==> src/verilog/smirb_pkg.sv <==
package smirb_pkg;
	// ***********************************************************
	// Register offsets
	// ***********************************************************
	localparam logic [7:0] OFF_TRIM_LOCK_STATUS = 8'h00;
	localparam logic [7:0] OFF_CONV_RESULT_LOW = 8'h01;
	localparam logic [7:0] OFF_CONV_RESULT_HIGH = 8'h02;
	localparam logic [7:0] OFF_CONV_INPUT_CONTROL = 8'h03;
	localparam logic [7:0] OFF_SIGNATURE_BYTE_0 = 8'h04;
	localparam logic [7:0] OFF_SIGNATURE_BYTE_1 = 8'h05;
	localparam logic [7:0] OFF_SIGNATURE_BYTE_2 = 8'h06;
	localparam logic [7:0] OFF_SIGNATURE_BYTE_3 = 8'h07;
	localparam logic [7:0] OFF_DEVICE_SOFT_RESET = 8'h08;
	localparam logic [7:0] OFF_TRIM_DAC_1 = 8'h09;
	localparam logic [7:0] OFF_TRIM_DAC_2 = 8'h0a;
	localparam logic [7:0] OFF_TRIM_DAC_3 = 8'h0b;
	localparam logic [7:0] OFF_TRIM_DAC_4 = 8'h0c;
	localparam logic [7:0] OFF_TRIM_DAC_5 = 8'h0d;
	localparam logic [7:0] OFF_TRIM_DAC_6 = 8'h0e;
	// ***********************************************************
	// Field positions
	// ***********************************************************
	localparam int ALERT_BIT_POS = 6;
	localparam int RANGE_BIT_POS = 4;
	localparam int DONE_BIT_POS = 0;
	// ***********************************************************
	// Reset values
	// ***********************************************************
	localparam logic RST_ALERT = 1'b1;
	localparam logic [7:0] RST_INPUT_CONTROL = 8'h00;
	localparam logic [7:0] RST_TRIM = 8'h80;
	localparam logic [2:0] LOW_FILL_ONES = 3'h7;
	localparam logic [11:0] RST_RESULT = 12'h000;
	// Select code for the analog supply input
	localparam logic [2:0] SEL_ANALOG_SUPPLY = 3'h6;
	// ***********************************************************
	// Timing
	// ***********************************************************
	localparam int CLK_MHZ = 25;
	localparam int T_CONVERT_US = 100;
	localparam int CONVERT_CYCLES = T_CONVERT_US * CLK_MHZ;

	typedef struct packed {
		logic wr;
		logic rd;
		logic [7:0] offset;
		logic [7:0] data;
	} smirb_req_t;

	typedef struct packed {
		logic [11:0] value;
		logic [2:0] input_sel;
		logic range_sel;
	} smirb_conv_t;
endpackage

==> src/verilog/smirb_bank.sv <==
// Contract
// - Six read-only lock bits, one per trim output
// - Lock bit set when supply hits profile zero
// - Logic sets alert bit, waits for host
// - Low/high result layout with done flag
// - Range bit picks 2 mV or 6 mV
// - Three-bit select routes inputs one to six
// - Control write starts a conversion
// - Done low while converting, high when valid
// - Restart defers done until last conversion
// - Signature bytes low byte first, read-only
// - Any write to reset register resets device
// - Six trim registers load and read back
// - Alert bit reads one after reset, suspended
// - Write offset then data; read separately
`timescale 1ns/1ps
module smirb_bank #(
	parameter int CONVERT_CYCLES = smirb_pkg::CONVERT_CYCLES,
	parameter logic [31:0] SIGNATURE = 32'h0000_0000 // Arbitrary value
) (
	input wire logic clk,
	input wire logic nrst,
	input wire logic clk_en,
	input wire smirb_pkg::smirb_req_t req,
	output logic [7:0] rd_data,
	input wire logic [5:0] lock_in,
	input wire logic alert_mode,
	output logic alert_active,
	output logic soft_reset,
	output logic conv_start,
	output smirb_pkg::smirb_conv_t conv_setup,
	input wire logic conv_ready,
	input wire logic [11:0] conv_value,
	output logic [47:0] trim_dac
);
	localparam int CW = $clog2(CONVERT_CYCLES + 1);
	// Reload and end counts of the conversion timer
	localparam logic [CW-1:0] TIMER_LOAD = CW'(CONVERT_CYCLES);
	localparam logic [CW-1:0] TIMER_LAST = CW'(1);

	typedef enum logic [1:0] {
		SMIRB_IDLE = 2'b01,
		SMIRB_BUSY = 2'b10
	} smirb_state_t;

	// ***********************************************************
	// Decode helpers
	// ***********************************************************
	// One strobe decode for every write path
	function automatic logic is_write(input smirb_pkg::smirb_req_t r,
		input logic [7:0] off);
		is_write = r.wr && (r.offset == off);
	endfunction

	// Alert tracks the all-outputs-locked summary, not each bit
	function automatic logic all_locked(input logic [5:0] v);
		all_locked = &v;
	endfunction

	function automatic logic [7:0] result_low(input logic [11:0] value,
		input logic flag);
		result_low = {value[3:0], smirb_pkg::LOW_FILL_ONES, flag};
	endfunction

	// Only called for mapped trim offsets, so the slot is below six
	function automatic logic [2:0] trim_slot(input logic [7:0] off);
		logic [7:0] diff;
		diff = off - smirb_pkg::OFF_TRIM_DAC_1;
		trim_slot = diff[2:0];
	endfunction

	// ***********************************************************
	// Status and control state
	// ***********************************************************
	logic alert;
	logic next_alert;
	logic [5:0] lock_q;
	logic [5:0] next_lock_q;
	logic [2:0] input_sel;
	logic [2:0] next_input_sel;
	logic range_sel;
	logic next_range_sel;
	logic lock_change;

	// ***********************************************************
	// Conversion state
	// ***********************************************************
	smirb_state_t state;
	smirb_state_t next_state;
	logic [CW-1:0] timer;
	logic [CW-1:0] next_timer;
	logic [11:0] result;
	logic [11:0] next_result;
	logic done;
	logic next_done;
	logic next_conv_start;
	logic ctl_wr;

	// ***********************************************************
	// Trim and bus state
	// ***********************************************************
	logic [7:0] trim [6];
	logic [7:0] next_trim [6];
	logic [7:0] next_rd_data;
	logic next_soft_reset;
	logic rst_wr;

	// ***********************************************************
	// Strobes and decodes
	// ***********************************************************
	assign ctl_wr = is_write(req, smirb_pkg::OFF_CONV_INPUT_CONTROL);
	assign rst_wr = is_write(req, smirb_pkg::OFF_DEVICE_SOFT_RESET);
	assign lock_change = all_locked(lock_q) != all_locked(lock_in);

	always_comb begin
		next_lock_q = lock_in;
		next_alert = alert;
		if (is_write(req, smirb_pkg::OFF_TRIM_LOCK_STATUS)) begin
			// Only the alert bit is writable; lock bits ignore data
			next_alert = req.data[smirb_pkg::ALERT_BIT_POS];
		end
		// Set beats host clear; suspended while bit still high
		if (alert_mode && !alert && lock_change) begin
			next_alert = 1'b1;
		end
		next_input_sel = input_sel;
		next_range_sel = range_sel;
		if (ctl_wr) begin
			next_input_sel = req.data[2:0];
			next_range_sel = req.data[smirb_pkg::RANGE_BIT_POS];
		end
	end

	// ***********************************************************
	// Trim registers
	// ***********************************************************
	always_comb begin
		for (int i = 0; i < 6; i++) begin
			next_trim[i] = trim[i];
			if (is_write(req, smirb_pkg::OFF_TRIM_DAC_1 + 8'(i))) begin
				next_trim[i] = req.data;
			end
		end
	end

	// ***********************************************************
	// Conversion sequencer
	// ***********************************************************
	always_comb begin
		next_state = state;
		next_timer = timer;
		next_result = result;
		next_done = done;
		next_conv_start = 1'b0;
		unique case (state)
			SMIRB_IDLE: begin
				if (ctl_wr) begin
					next_state = SMIRB_BUSY;
					next_done = 1'b0;
					next_timer = TIMER_LOAD;
					next_conv_start = 1'b1;
				end
			end
			SMIRB_BUSY: begin
				if (ctl_wr) begin
					// Restart drops the running result
					next_timer = TIMER_LOAD;
					next_conv_start = 1'b1;
				end else if (timer > TIMER_LAST) begin
					next_timer = timer - TIMER_LAST;
				end else if (conv_ready) begin
					// Waits at the last count for a slow converter
					next_result = conv_value;
					next_done = 1'b1;
					next_state = SMIRB_IDLE;
				end
			end
		endcase
	end

	// ***********************************************************
	// Read mux
	// ***********************************************************
	always_comb begin
		next_soft_reset = rst_wr;
		next_rd_data = rd_data;
		if (req.rd) begin
			unique case (req.offset)
				smirb_pkg::OFF_TRIM_LOCK_STATUS: begin
					// Top bit unused, reads zero
					next_rd_data = {1'b0, alert, lock_q};
				end
				smirb_pkg::OFF_CONV_RESULT_LOW: begin
					next_rd_data = result_low(result, done);
				end
				smirb_pkg::OFF_CONV_RESULT_HIGH: begin
					next_rd_data = result[11:4];
				end
				smirb_pkg::OFF_CONV_INPUT_CONTROL: begin
					next_rd_data = {3'h0, range_sel, 1'b0, input_sel};
				end
				smirb_pkg::OFF_SIGNATURE_BYTE_0,
				smirb_pkg::OFF_SIGNATURE_BYTE_1,
				smirb_pkg::OFF_SIGNATURE_BYTE_2,
				smirb_pkg::OFF_SIGNATURE_BYTE_3: begin
					next_rd_data = SIGNATURE[8*req.offset[1:0] +: 8];
				end
				smirb_pkg::OFF_TRIM_DAC_1,
				smirb_pkg::OFF_TRIM_DAC_2,
				smirb_pkg::OFF_TRIM_DAC_3,
				smirb_pkg::OFF_TRIM_DAC_4,
				smirb_pkg::OFF_TRIM_DAC_5,
				smirb_pkg::OFF_TRIM_DAC_6: begin
					next_rd_data = trim[trim_slot(req.offset)];
				end
				default: begin
					// Reset register is write-only; unmapped reads zero
					next_rd_data = 8'h00;
				end
			endcase
		end
	end

	// ***********************************************************
	// Status and control registers
	// ***********************************************************
	always_ff @(posedge clk or negedge nrst) begin
		if (!nrst) begin
			alert <= smirb_pkg::RST_ALERT;
			lock_q <= 6'h00;
			input_sel <= smirb_pkg::RST_INPUT_CONTROL[2:0];
			range_sel <= smirb_pkg::RST_INPUT_CONTROL[4];
		end else if (clk_en) begin
			if (soft_reset) begin
				// Back to power-on values; alerts suspended again
				alert <= smirb_pkg::RST_ALERT;
				lock_q <= 6'h00;
				input_sel <= smirb_pkg::RST_INPUT_CONTROL[2:0];
				range_sel <= smirb_pkg::RST_INPUT_CONTROL[4];
			end else begin
				alert <= next_alert;
				lock_q <= next_lock_q;
				input_sel <= next_input_sel;
				range_sel <= next_range_sel;
			end
		end
	end

	// ***********************************************************
	// Conversion sequencer registers
	// ***********************************************************
	always_ff @(posedge clk or negedge nrst) begin
		if (!nrst) begin
			state <= SMIRB_IDLE;
			timer <= '0;
			result <= smirb_pkg::RST_RESULT;
			done <= 1'b1;
			conv_start <= 1'b0;
		end else if (clk_en) begin
			if (soft_reset) begin
				// A running conversion is abandoned
				state <= SMIRB_IDLE;
				timer <= '0;
				result <= smirb_pkg::RST_RESULT;
				done <= 1'b1;
				conv_start <= 1'b0;
			end else begin
				state <= next_state;
				timer <= next_timer;
				result <= next_result;
				done <= next_done;
				conv_start <= next_conv_start;
			end
		end
	end

	// ***********************************************************
	// Trim registers, flops
	// ***********************************************************
	always_ff @(posedge clk or negedge nrst) begin
		if (!nrst) begin
			for (int i = 0; i < 6; i++) begin
				trim[i] <= smirb_pkg::RST_TRIM;
			end
		end else if (clk_en) begin
			if (soft_reset) begin
				for (int i = 0; i < 6; i++) begin
					trim[i] <= smirb_pkg::RST_TRIM;
				end
			end else begin
				for (int i = 0; i < 6; i++) begin
					trim[i] <= next_trim[i];
				end
			end
		end
	end

	// ***********************************************************
	// Bus side registers
	// ***********************************************************
	always_ff @(posedge clk or negedge nrst) begin
		if (!nrst) begin
			rd_data <= 8'h00;
			soft_reset <= 1'b0;
		end else if (clk_en) begin
			if (soft_reset) begin
				// Pulse lasts one cycle even if the master writes again
				rd_data <= 8'h00;
				soft_reset <= 1'b0;
			end else begin
				rd_data <= next_rd_data;
				soft_reset <= next_soft_reset;
			end
		end
	end

	// ***********************************************************
	// Outputs
	// ***********************************************************
	// Pin follows the bit only in alert mode
	assign alert_active = alert_mode && alert;
	assign conv_setup = '{value: result, input_sel: input_sel,
		range_sel: range_sel};
	for (genvar g = 0; g < 6; g++) begin : g_trim_out
		assign trim_dac[8*g +: 8] = trim[g];
	end
endmodule // smirb_bank

==> config.mk <==
export PLATFORM = sky130hd
export DESIGN_NAME = smirb_bank
export DESIGN_NICKNAME = d
export VERILOG_FILES = /design/src/verilog/smirb_pkg.sv /design/src/verilog/smirb_bank.sv
export SDC_FILE = /design/constraint.sdc
export NUM_CORES = 1
export LEC_CHECK = 0
export CAP_MARGIN = 10
export CORE_ASPECT_RATIO = 1.25
export CORE_MARGIN = 2
export CORE_UTILIZATION = 45
export DETAILED_ROUTE_END_ITERATION = 10
export DONT_BUFFER_PORTS = 1
export SLEW_MARGIN = 20
export SYNTH_ARGS = -nofsm -noshare
export SYNTH_HDL_FRONTEND = slang
export SYNTH_SLANG_ARGS = --single-unit
==> constraint.sdc <==
create_clock -name clk -period 3.35 [get_ports clk]
set_input_delay 0.1675 -clock clk [delete_from_list [all_inputs] [get_ports clk]]
set_output_delay 0.1675 -clock clk [all_outputs]
set_load 0.02 [all_outputs]
## Word level (Yosys, flattened, before mapping)

Cells that the tools add are included.

- $add $sub $neg: 2
- Magnitude comparators: 2
- Equality and inequality tests: 24
- Shift-type cells: 1
- Muxes and demuxes: 47
- Bitwise gates (word level): 1
- Reduce and logical (&&, ||, !) cells: 42

Operators with widths:

| kind | number |
|---|---|
| two-way mux 12 bit | 9 |
| two-way mux 8 bit | 10 |
| == test 8 x 4 -> 1 bit, second input constant | 7 |
| two-way mux 48 bit | 1 |
| case mux 8 bit (6 select lines) | 1 |
| == test 8 x 3 -> 1 bit, second input constant | 4 |
| variable part select 32 x 6 -> 8 bit, first input constant | 1 |
| binary-select mux 8 bit (select 3 bit) | 1 |
| case mux 12 bit (2 select lines) | 1 |
| nonzero test 2 bit | 10 |
| AND reduction 2 bit | 9 |
| == test 8 x 2 -> 1 bit, second input constant | 2 |
| two-way mux 1 bit | 14 |
| > comparator 12 x 1 -> 1 bit, second input constant | 1 |
| logical AND 1 bit | 12 |
| != test 3 bit, second input constant | 4 |
| AND reduction 6 bit | 2 |
| subtractor 12 x 1 -> 12 bit, second input constant | 1 |
| two-way mux 2 bit | 5 |
| AND reduction 5 bit | 2 |
| == test 8 x 1 -> 1 bit, second input constant | 1 |
| zero test 8 bit | 1 |
| two-way mux 3 bit | 2 |
| two-way mux 6 bit | 1 |
| other kinds (16) | 17 |

- Flip-flop bits (word level): 96
- Input port bits: 41
- Output and inout port bits: 75
- Logic and storage cells: 136

## Longest topological paths before layout

- Depth after elaboration: 8
- Gate-level depth with buffers: 9
- Gate-level depth less buffers: 7

## Worst setup path after synthesis

Ideal clock, no wire load.

- Path type: input port to flip-flop
- Start point: input req[8] in the netlist's numbering
- End point: register rd_data[1]
- Library setup time: 139 ps
- Arrival time: 2219 ps
- Data required time: 3211 ps
- Path slack: 992 ps
- Cell stages on the path: 9
- Buffers on the path: 4
- Path through: buf_2 > buf_2 > inv_1 > ha_1 > clkbuf_1 > clkbuf_1 > mux4_2 > a22oi_1 > o221ai_1

- Longest elaborated chain between the ends: 8
- Elaborated cells on any way between the ends: 25
- Those cells by class: add/sub (1); eq/ne (13); shift (1); mux (6); bitwise (1); reduce/logical (3)

RTL lines:

| item | line | source |
|---|---|---|
| start: declaration | smirb_bank.sv:24 | `input wire smirb_pkg::smirb_req_t req,` |
| subtractor 3 x 1 -> 3 bit | smirb_bank.sv:68 | `diff = off - smirb_pkg::OFF_TRIM_DAC_1;` |
| NOT 3 -> 4 bit (implied by the code) | smirb_bank.sv:214 | `next_rd_data = trim[trim_slot(req.offset)];` |
| binary-select mux 8 bit (select 3 bit) | smirb_bank.sv:214 |  |
| two-way mux 8 bit (implied by the code) (2 in a row) | smirb_bank.sv:214 |  |
| case mux 8 bit (6 select lines) * | smirb_bank.sv:188 | `unique case (req.offset)` |
| two-way mux 8 bit * | smirb_bank.sv:187 | `if (req.rd) begin` |
| two-way mux 8 bit * | smirb_bank.sv:306 | `if (soft_reset) begin` |
| end signal: assignment | smirb_bank.sv:311 | `rd_data <= next_rd_data;` |
| end: declaration | smirb_bank.sv:25 | `output logic [7:0] rd_data,` |

Mark *: on every way between the ends. The rest lies on a longest branch, timed or not. The select of a mux whose other input is x is not followed.
A chain may end at the register's enable or synchronous reset.

## Worst setup path in the final report

- Start point: input clk_en
- End point: register rd_data[4]

- Longest elaborated chain between the ends: 1

RTL lines:

| item | line | source |
|---|---|---|
| start: declaration | smirb_bank.sv:23 | `input wire logic clk_en,` |
| AND reduction 2 bit (no source line) | - |  |

Every way passes these cells.

==> flow_metrics.env <==
export IMPL_grt_start_max_net_pins=97
export IMPL_max_cap_violations=0
export IMPL_htree_levels=3
export IMPL_status="completed"
export IMPL_met2_usage_pct=37.3
export IMPL_worst_skew_pair_late_latency_ps=350
export IMPL_ant_nets=0
export IMPL_setup_viol=0
export IMPL_die_area_mm2=0.0125
export IMPL_dp_hpwl_um=9450
export IMPL_synth_cells=489
export IMPL_synth_top_area_cell="dfrtp_1"
export IMPL_clk_path_buf_depth=2
export IMPL_cp_data_arrival_time_ps=2720
export IMPL_gr_total_overflow=0
export IMPL_syn_area_per_cell_um2=10.7
export IMPL_wl_per_cell_um=22.4
export IMPL_synth_most_common_cell="dfrtp_1"
export IMPL_slew_violations=0
export IMPL_synth_top_cells_by_count="dfrtp_1, mux2i_1, o2bb2ai_1"
export IMPL_numClockSinks=96
export IMPL_rsz0062_at_grt="false"
export IMPL_firstDrtPassIters=5
export IMPL_met1_usage_pct=31.1
export IMPL_die_x_um=101
export IMPL_grt_pass1_vias=4150
export IMPL_crit_path_start_kind="primary input"
export IMPL_via_count=4072
export IMPL_drc=0
export IMPL_core_area_mm2=0.0115
export IMPL_yosysWarnings=0
export IMPL_relSlewSlack_pct=38.7
export IMPL_async_flop_share_pct=100
export IMPL_fin_util_pct=50.9
export IMPL_antenna_found_initial=0
export IMPL_vias_per_cell=6.37
export IMPL_yosysSeqAreaShare_pct=46.1
export IMPL_drive_above_1_share_pct=11.0
export IMPL_cts_tree="yes"
export IMPL_ys_flop_type="dfrtp_1"
export IMPL_period_needed_ps=2470
export IMPL_reg2reg_depth=5
export IMPL_grt_busiest_layer="met2"
export IMPL_cts_clk_slew_worst_paths_ps=70
export IMPL_wirelength_um=14300
export IMPL_max_freq_mhz=405
export IMPL_nets=543
export IMPL_cts_root_buf="clkbuf_16"
export IMPL_grtUsageMet3_pct=9.20
export IMPL_placed_cells=596
export IMPL_yosysTopAreaCellShare_pct=41.5
export IMPL_worst_setup_path_end_kind="register"
export IMPL_placedInstanceArea_mm2=0.00528
export IMPL_diodes=0
export IMPL_hold_viol=0
export IMPL_syn_nets=536
export IMPL_synth_edf_count=0
export IMPL_start_util_pct=45.5
export IMPL_fin_cells=639
export IMPL_drt_initial_drc_count=250
export IMPL_tightestPinTransition_ps=917
export IMPL_post_route_period_util_pct=73.7
export IMPL_cts_buffers=9
export IMPL_grt_use_total_pct=24.0
export IMPL_synth_seq_cells=96
export IMPL_port_buffers=0
export IMPL_synth_area_top_cells="dfrtp_1, mux2i_1, o2bb2ai_1"
export IMPL_power_density_mw_per_mm2=469
export IMPL_cp_max_fo=21
export IMPL_critPathKind="in -> reg"
export IMPL_hold_depth=2
export IMPL_leakage_nw=2.45
export IMPL_crit_required_ps=3600
export IMPL_io_pins=116
export IMPL_ir_drop_v=0.000286
export IMPL_place_gp_congestion=0.866
export IMPL_worst_clock_skew_ps=5.35
export IMPL_fin_tns_setup_ps=0
export IMPL_floorplan_rows=44
export IMPL_design_area_mm2=0.00586
export IMPL_hold_path_class="in -> reg"
export IMPL_area_growth_pct=11.8
export IMPL_synth_cell_type_count=61
export IMPL_cts_resized=0
export IMPL_die_h_um=125
export IMPL_synth_area_mm2=0.00524
export IMPL_grt_first_pass_wirelength_um=23300
-- flip-flops by register name, indices dropped and copies added, names as in the netlist --
signal	count
lock_q	6
soft_reset	1
rd_data	8
trim_dac	48
input_sel	3
result	12
conv_start	1
done	1
alert	1
range_sel	1
timer	12
state	2
-- cell type report --
class	instances	area, um2
clock buffer	11	253
clock inverter	5	38.8
fill	1036	5650
inverter	23	86.3
multi-input combinational	335	2580
sequential	96	2410
tap	138	173
timing repair buffer	31	318
-- worst max-delay path, stage by stage --
cell,delay [ps]
dlygate4sd3_1,1140
nand2b_4,110
or3b_2,490
a311o_1,360
nand2b_1,220
o221ai_1,220
-- path summary, 6_finish.rpt --
check | startpoint | endpoint | slack, ps
hold / removal | req[3] | trim_dac[35] | 20
setup / recovery | clk_en | rd_data[4] | 880
hold reg to reg | done | done | 490
setup reg to reg | timer[8] | timer[4] | 920
max in group asynchronous | nrst | state[0] | 2520
min in group asynchronous | nrst | trim_dac[10] | 410
-- through the flow --
| stage | setup WS, ps | hold WS [ps] | power (mW) |
|---|---|---|---|
| floorplan | 992 | -128 | 1.63 |
| global placement | 1040 | -124 | 1.70 |
| detailed placement | 957 | -124 | 1.71 |
| CTS | 882 | 4.93 | 2.78 |
| global route | 667 | 6.71 | 2.90 |
| finish | 881 | 15.7 | 2.75 |
-- cells by family (layout without fill, tap and decap cells) --
group	Yosys count	in the layout	share of synthesized area (%)
DFF	96	96	46.1
muxes	53	53	12.0
xor gates and xnor gates	3	3	0.502
buffers and inverters	58	70	4.75
AOI/OAI and AO/OA	151	151	22.4
adders and majority gates	6	6	1.43
and+or+nand+nor	122	122	12.8
-- power by group --
group / leakage [nW] / internal (mW) / switching, mW / total [mW]
clock: 0.130 / 0.547 / 0.455 / 1.00
sequential: 1.06 / 1.26 / 0.123 / 1.38
combinational: 1.26 / 0.167 / 0.197 / 0.364
total: 2.45 / 1.97 / 0.775 / 2.75
-- per-layer routing --
metal,vias to the layer above,wire length [um]
li1,1885,-
met1,2011,5890
met2,154,6920
met3,22,1270
met4,0,242
met5,-,0
-- cell usage in the layout, fill, tap and decap left out, types with 5 or more instances in the layout --
cell and instances:
a21oi_1 18, mux2i_1 45, nor3_1 9, a21o_1 5
a22o_1 18, nand2_2 5, dfrtp_1 86, or3_1 8
nand3b_1 7, nor2_1 28, a211oi_1 8, dfstp_2 9
a22oi_1 8, o31ai_1 10, o221ai_1 6, inv_1 22
nand3_1 9, ha_1 6, nand2_1 26, o21ai_0 13
mux4_2 8, o22a_1 5, dlygate4sd3_1 26, o2bb2ai_1 36
clkbuf_16 9
-- repair_timing --
item                      CTS  global route
hold buffers               27             0
hold endpoints to repair  129             0
buffers inserted            0             0
(Power assumes the default switching activity.)
